<file path="config.mk">
export PLATFORM = sky130hd
export DESIGN_NAME = rcf_flags
export DESIGN_NICKNAME = d
export VERILOG_FILES = /design/src/rcf_pkg.sv /design/src/rcf_apb_slave.sv /design/src/rcf_flags.sv
export VERILOG_INCLUDE_DIRS = /design/src
export SDC_FILE = /design/constraint.sdc
export NUM_CORES = 1
export LEC_CHECK = 0
export BUFFER_PORTS_ARGS = -buffer_cell sky130_fd_sc_hd__buf_2
export CAP_MARGIN = 5
export CORE_ASPECT_RATIO = 0.9
export CORE_MARGIN = 3
export CORE_UTILIZATION = 33
export CTS_CLUSTER_SIZE = 25
export DETAILED_ROUTE_END_ITERATION = 8
export PLACE_DENSITY = 0.85
export REMOVE_ABC_BUFFERS = 1
export SLEW_MARGIN = 20
export SYNTH_ARGS = -nofsm -noshare
export SYNTH_HDL_FRONTEND = slang
export SYNTH_SLANG_ARGS = --single-unit
export TNS_END_PERCENT = 5
</file>
<file path="constraint.sdc">
create_clock -name pclk -period 1.2 [get_ports pclk]
set_input_delay 0.06 -clock pclk [delete_from_list [all_inputs] [get_ports pclk]]
set_output_delay 0.06 -clock pclk [all_outputs]
set_load 0.05 [all_outputs]
</file>
<file path="src/rcf_map.svh">
// rcf_map.svh: offsets, field positions, reset value and masks of the
// reset-cause flag register.
// assumes: included by bare name; holds definitions only.
`ifndef RCF_MAP_SVH
`define RCF_MAP_SVH

// register map (byte address on the APB side)
`define RCF_ADDR_WIDTH        12
`define RCF_FLAGS_ADDR        12'h000

// field positions inside reset_cause_flags
`define RCF_STACK_OVF_BIT     7
`define RCF_STACK_UNF_BIT     6
`define RCF_UNUSED_BIT        5
`define RCF_WATCHDOG_BIT      4
`define RCF_PIN_BIT           3
`define RCF_INSTR_BIT         2
`define RCF_POWER_ON_BIT      1
`define RCF_BROWN_OUT_BIT     0

// value after power-on: stack flags low, armed flags high, supply flags low
`define RCF_RESET_VALUE       8'h1c
// value loaded by a power-on or brown-out, bits other than power-on
`define RCF_SUPPLY_LOAD       8'h1c
// bit 5 is not implemented and never holds a one
`define RCF_WRITE_MASK        8'hdf

// apb answer: zero wait states, data in the low byte
`define RCF_DATA_WIDTH        8
`define RCF_BYTE_LANE         0

`endif

</file>
<file path="src/rcf_pkg.sv">
// rcf_pkg.sv: types shared by the reset-cause flag block.
// assumes: rcf_map.svh is in the include path.
`default_nettype none

package rcf_pkg;

	// one-cycle pulses from the reset logic, one per reset source
	typedef struct packed {
		logic power_on;
		logic brown_out;
		logic reset_instr;
		logic master_clear;
		logic watchdog;
		logic stack_underflow;
		logic stack_overflow;
	} rcf_cause_t;

	// register layout, msb first, matches the bit positions of the map
	typedef struct packed {
		logic stack_overflow_flag;
		logic stack_underflow_flag;
		logic unused;
		logic watchdog_reset_flag;
		logic pin_reset_flag;
		logic reset_instruction_flag;
		logic power_on_flag;
		logic brown_out_flag;
	} rcf_flags_t;

	// what the bus slave hands to the flag logic
	typedef struct packed {
		logic       write;
		logic [7:0] data;
	} rcf_wr_t;

endpackage

`default_nettype wire

</file>
<file path="src/rcf_apb_slave.sv">
// rcf_apb_slave.sv: apb slave for the single flag register.
// assumes: apb master keeps the request stable until pready is sampled;
// zero wait states, read data captured in the setup cycle.
`timescale 1ns/1ps
`default_nettype none
`include "rcf_map.svh"

module rcf_apb_slave
(
	input  wire logic                          pclk,
	input  wire logic                          presetn,
	input  wire logic [`RCF_ADDR_WIDTH-1:0]    paddr,
	input  wire logic                          psel,
	input  wire logic                          penable,
	input  wire logic                          pwrite,
	input  wire logic [31:0]                   pwdata,
	input  wire logic [3:0]                    pstrb,
	output var  logic [31:0]                   prdata,
	output var  logic                          pready,
	output var  logic                          pslverr,
	output var  rcf_pkg::rcf_wr_t              reg_wr,
	input  wire rcf_pkg::rcf_flags_t           reg_rdata
);
	import rcf_pkg::*;

	logic        hit;
	logic [31:0] next_prdata;

	// one register only: anything else answers with an error
	assign hit     = (paddr == `RCF_FLAGS_ADDR);
	assign pready  = 1'b1;
	assign pslverr = psel & penable & ~hit;

	// write lands at the access edge; lanes other than byte 0 are dropped
	always_comb
	begin
		reg_wr.write = psel & penable & pwrite & hit & pstrb[`RCF_BYTE_LANE];
		reg_wr.data  = pwdata[`RCF_DATA_WIDTH-1:0];
	end

	// read snapshot taken at the end of setup, zero-padded above bit 7
	always_comb
	begin
		next_prdata = prdata;
		if (psel & ~penable & ~pwrite)
		begin
			if (hit)
				next_prdata = {24'h00_0000, reg_rdata};
			else
				next_prdata = 32'h0000_0000;
		end
	end

	always_ff @(posedge pclk or negedge presetn)
	begin
		if (!presetn)
			prdata <= 32'h0000_0000;
		else
			prdata <= next_prdata;
	end

endmodule

`default_nettype wire

</file>
<file path="src/rcf_flags.sv">
// rcf_flags.sv: reset-cause flag register with its apb slave.
// assumes: cause pulses are one pclk cycle wide and synchronous to pclk;
// presetn is the power-on reset of this block only, other resets of the
// device arrive as cause pulses so the flags survive them.
//
// The APB interface to the registers and the register offsets were left to the implementer.
`timescale 1ns/1ps
`default_nettype none
`include "rcf_map.svh"

// How it works
// - stack overflow sets bit 7, held until firmware writes zero or a supply reset loads 0x1c.
// - stack underflow sets bit 6; firmware clears it by writing zero.
// - watchdog reset clears bit 4, master-clear pin reset clears bit 3.
// - the reset instruction clears bit 2; firmware may set it again.
// - power-on clears bit 1, brown-out bit 0; other resets keep both.
module rcf_flags
(
	input  wire logic                          pclk,
	input  wire logic                          presetn,
	input  wire rcf_pkg::rcf_cause_t           cause,
	input  wire logic [`RCF_ADDR_WIDTH-1:0]    paddr,
	input  wire logic                          psel,
	input  wire logic                          penable,
	input  wire logic                          pwrite,
	input  wire logic [31:0]                   pwdata,
	input  wire logic [3:0]                    pstrb,
	output var  logic [31:0]                   prdata,
	output var  logic                          pready,
	output var  logic                          pslverr,
	output var  rcf_pkg::rcf_flags_t           reset_cause_flags
);
	import rcf_pkg::*;

	rcf_wr_t    fw_wr;
	rcf_flags_t next_reset_cause_flags;
	logic       supply_event;

	// bus slave: decode, error answer and read snapshot
	rcf_apb_slave u_apb
	(
		.pclk      (pclk),
		.presetn   (presetn),
		.paddr     (paddr),
		.psel      (psel),
		.penable   (penable),
		.pwrite    (pwrite),
		.pwdata    (pwdata),
		.pstrb     (pstrb),
		.prdata    (prdata),
		.pready    (pready),
		.pslverr   (pslverr),
		.reg_wr    (fw_wr),
		.reg_rdata (reset_cause_flags)
	);

	// a supply reset restarts every flag except bit 1 on a brown-out, so it outranks all other causes
	function automatic logic is_supply(input rcf_cause_t c);
		is_supply = c.power_on | c.brown_out;
	endfunction

	// hardware view of a reset: applied after the firmware write so that an
	// event in the same cycle as a write is never lost
	function automatic rcf_flags_t apply_causes(input rcf_flags_t cur,
		input rcf_cause_t c);
		rcf_flags_t n;
		n = cur;
		if (is_supply(c))
		begin
			n = rcf_flags_t'(`RCF_SUPPLY_LOAD);
			n.power_on_flag = cur.power_on_flag;
			if (c.power_on)
				n.power_on_flag = 1'b0;
		end
		else
		begin
			if (c.stack_overflow)
				n.stack_overflow_flag = 1'b1;
			if (c.stack_underflow)
				n.stack_underflow_flag = 1'b1;
			if (c.watchdog)
				n.watchdog_reset_flag = 1'b0;
			if (c.master_clear)
				n.pin_reset_flag = 1'b0;
			if (c.reset_instr)
				n.reset_instruction_flag = 1'b0;
		end
		n.unused = 1'b0;
		apply_causes = n;
	endfunction

	assign supply_event = is_supply(cause);

	// next flags: firmware write first, then the reset causes on top;
	// all implemented bits are writable, bit 5 is masked off
	always_comb
	begin
		next_reset_cause_flags = reset_cause_flags;
		if (fw_wr.write)
			next_reset_cause_flags =
				rcf_flags_t'(fw_wr.data & `RCF_WRITE_MASK);
		next_reset_cause_flags =
			apply_causes(next_reset_cause_flags, cause);
	end

	// flag storage; presetn acts as the power-on load
	always_ff @(posedge pclk or negedge presetn)
	begin
		if (!presetn)
			reset_cause_flags <= rcf_flags_t'(`RCF_RESET_VALUE);
		else
			reset_cause_flags <= next_reset_cause_flags;
	end
endmodule

`default_nettype wire

</file>
# Yosys cells after proc, flatten, opt, wreduce, memory -nomap -nowiden
# Cells that the tools add are included.
[totals]
wordCells = 37
input_bits = 60
ff_bits = 39
[op_classes]
reduce_logical = 7
n_bitwise = 11
muxes = 11
[ops]
columns = ["cell", "count"]
rows = [
  ["2-to-1 mux 8 bit", 2],
  ["nonzero test 3 bit", 5],
  ["zero test 12 bit", 1],
  ["bitwise AND 1 bit", 7],
  ["2-to-1 mux 1 bit", 6],
  ["2-to-1 mux 2 bit", 2],
  ["2-to-1 mux 3 bit", 1],
  ["NOT 1 bit", 3],
  ["nonzero test 2 bit", 1],
  ["OR 1 bit", 1],
]

# Depth between registers and ports, before layout
[depth]
depth_word = 7
depth_mapped = 4
ltp_nobuf = 4

# Cells and area by module
# A second synthesis with hierarchy kept.
[hier_totals]
cells_unflattened = 96
hier_area_um2 = 1006.0
[modules_own_cells]
columns = ["mod", "instances", "cells_per_inst", "area_per_inst_um2", "seq_area_each_um2"]
rows = [
  ["rcf_apb_slave", 1, 71, 681.9, 200.2],
  ["rcf_flags", 1, 25, 324.1, 178.9],
]

# Worst setup path before layout
# OpenSTA, ideal clock, no wires.
[synth_timing]
path_type = "input-to-reg"
from = "input paddr[9]"
to = "register reset_cause_flags[6] (netlist name)"
stages = 4
required_time_ns = 1.081
path_slack_ns = -0.001
setup_time_ns = 0.119
t_arrival_ns = 1.083
path_buffers = 0
cell_sequence = "nor4_4 > nand4_4 > mux2_4 > o21a_1"
[synth_via]
elab_chain_cells = 4
[synth_lines]
columns = ["element", "line_no", "text"]
rows = [
  ["start, declared", "rcf_flags.sv:22", "input wire logic [`RCF_ADDR_WIDTH-1:0] paddr,"],
  ["zero test 12 bit (no line)", "-", ""],
  ["bitwise AND 1 bit (2 in a row)", "rcf_apb_slave.sv:37", "reg_wr.write = psel & penable & pwrite & hit & pstrb[`RCF_BYTE_LANE];"],
  ["nonzero test 3 bit (no line)", "-", ""],
  ["end signal, assigned", "rcf_flags.sv:110", "reset_cause_flags <= rcf_flags_t'(`RCF_RESET_VALUE);"],
  ["end signal, assigned", "rcf_flags.sv:112", "reset_cause_flags <= next_reset_cause_flags;"],
  ["end, declared", "rcf_flags.sv:31", "output var rcf_pkg::rcf_flags_t reset_cause_flags"],
]
# No other way between the ends.
# A chain may end at the register's enable or synchronous reset.

# Final worst setup path
[layout_timing]
from = "register reset_cause_flags[3] (netlist name)"
to = "output reset_cause_flags[3] (netlist name)"
# No word-level cell between the ends.

==> results.toml <==
[route]
drt_iter0_markers = 4
viasPerCell = 4.350
vias = 696
wire_per_inst_um = 12.62
drc = 0
drt-total-wl_um = 2019
ant_nets = 0
drt_first_pass_iters = 3

[synth]
yosysWarnings = 0
yosys.cell_types.count = 17
netlist_area_um2 = 864.6
synth_seq_cells = 14
synth_cells = 75
avgSynthCellArea_um2 = 11.53
yosysSeqAreaShare = 0.4096

[clocking]
post-cts-setup-buffers = 0
cts.sinks = 14
clk_latency_ns = 0.27
cts_tree = "yes"
cts.clk_slew.worst_paths_ns = 0.08
cts_buffer_depth = 2
cts_root_buf = "clkbuf_4"
htree_num_levels = 1
numCtsBuffers = 3

[pwr]
leakage_nw = 0.6717
ir_worst_vdd_v = 0.0004611
power.density_nw_per_um2 = 1024

[global_route]
grt_overflow = 0
grt_pass1_vias = 722
antenna_found_initial = 0
grtUsageTotal = 0.1311
grt_max_degree = 15
grt_pass1_wl_um = 3111

[critical_path]
crit_buf_inv = 1
start_kind = "flop"
cp_data_arrival_time_ns = 1.10
crit_type = "reg2out"
cp_slowest_cell = "dfstp_2"
worstPathCellList = "buf_2"
worstPathRequired_ns = 1.14
cp_max_fo = 3
endpoint_kind = "primary output"
critPathMaxStageDelay_ns = 0.55
crit_family = "flip-flops"

[floorplanning]
die_w_um = 59.96
start_util = 0.3723
row_count = 16
dieHeight_um = 54.56
core_area_um2 = 2322
ios = 102
dieArea_um2 = 3271

[sta]
period_needed_ns = 1.157
timing.final.crit_share = 0.9641
hold_viol_final = 0
finClkSkew_ns = 0.0005360
fmaxAchievable_mhz = 864.4
timing.final.ws_setup_ns = 0.04308
rsz0062_at_grt = "false"
setup_viol = 0
drv_slew = 0

[finish]
area_delta_synth_final_pct = 33.14
stdcell_count = 160
final_common_cell = "buf_2"
drive_gt1_frac = 0.4662
antenna_cells = 0
fin_nets = 194
most-common-layout-cells = "45 x buf_2, 27 x conb_1, 11 x dfrtp_1"
fin_util = 0.4957

[placed_design]
numPortBuffers = 46
hpwl_um = 1708
gp_congestion = 0.6947
pre_cts_ws_ns = -0.1252
place_inst = 149

[min_path]
hold_path.class = "in2reg"

[outcome]
status = "completed"

[flow_run]
maxCapViolCount = 0
-- stage by stage --
stage | power [mW] | cell area [µm²] | hold slack (ns) | setup TNS [ns]
finish | 1.178 | 1151 | 0.02870 | 0
detailed placement | 0.8322 | 1042 | -0.02896 | -0.4389
CTS | 1.187 | 1149 | 0.03661 | 0
global route | 1.247 | 1151 | 0.01478 | 0
global placement | 0.8273 | 1042 | -0.04311 | -0.1827
floorplan | 0.7414 | 755.7 | -0.2356 | -0.002599
-- timing repair --
item	CTS	global route
gates resized for setup	0	1
setup endpoints to repair	0	1
hold buffers	7	0
hold endpoints to repair	20	0
-- per-layer routing --
metal  global-route usage  wire length, µm  vias to the layer above
met5                    0                0                        -
met4              0.05166               23                        0
met3              0.04717              265                        4
met2               0.2572             1083                       51
met1               0.1230              646                      313
li1                     -                -                      328
-- worst paths after layout --
path	start	end	depth (start not counted)	slack [ns]
min in group asynchronous	presetn	u_apb.prdata[1]	2	0.23
setup reg to reg	reset_cause_flags[7]	reset_cause_flags[7]	2	0.26
hold reg to reg	u_apb.prdata[4]	u_apb.prdata[4]	1	0.51
setup / recovery	reset_cause_flags[3]	reset_cause_flags[3]	1	0.04
hold / removal	cause[0]	reset_cause_flags[7]	2	0.03
max in group asynchronous	presetn	reset_cause_flags[2]	2	0.69
-- kinds of logic after synthesis --
group	after synthesis	synth area share
other	2	0.008686
and+or+nand+nor	13	0.1490
AOI/OAI and AO/OA	12	0.1056
muxes	7	0.09262
buffers and inverters	27	0.2344
DFF	14	0.4096
-- synthesized netlist by cell type --
cell type,n,area (µm²)
buf_4,27,202.7
dfrtp_1,11,275.3
a22o_1,7,61.31
mux2i_1,5,50.05
nor2_1,4,15.01
dfstp_2,3,78.83
nor4_4,3,63.81
o21ai_0,3,15.01
conb_1,2,7.510
mux2_4,2,30.03
o21a_1,2,15.01
and3_1,1,6.260
and4_1,1,8.760
nand2_1,1,3.750
nand3_1,1,5.000
nand4_4,1,21.27
nor3_1,1,5.000
-- flip-flops by register name, indices dropped and copies added, names as in the netlist --
| signal | count |
|---|---|
| reset_cause_flags | 7 |
| u_apb.prdata | 7 |
-- worst register-to-register path, cell delays in order, from the launching register on --
cell	delay (ns)
dfrtp_1	0.40
mux2_4	0.26
o21a_1	0.17
-- power by group --
group / switching [mW] / total (mW) / internal (mW)
sequential: 0.00644 / 0.490 / 0.483
clock: 0.151 / 0.336 / 0.184
combinational: 0.277 / 0.353 / 0.0756
total: 0.435 / 1.18 / 0.743
-- final cells by class --
type / instances / area (µm²)
fillers: 222 / 1171
multi-input cells: 59 / 401.6
flip-flops and latches: 14 / 354.1
repair buffers: 56 / 325.3
clock buffers: 4 / 36.28
well taps: 27 / 33.78
No activity file was read; power rests on OpenSTA's default activity.
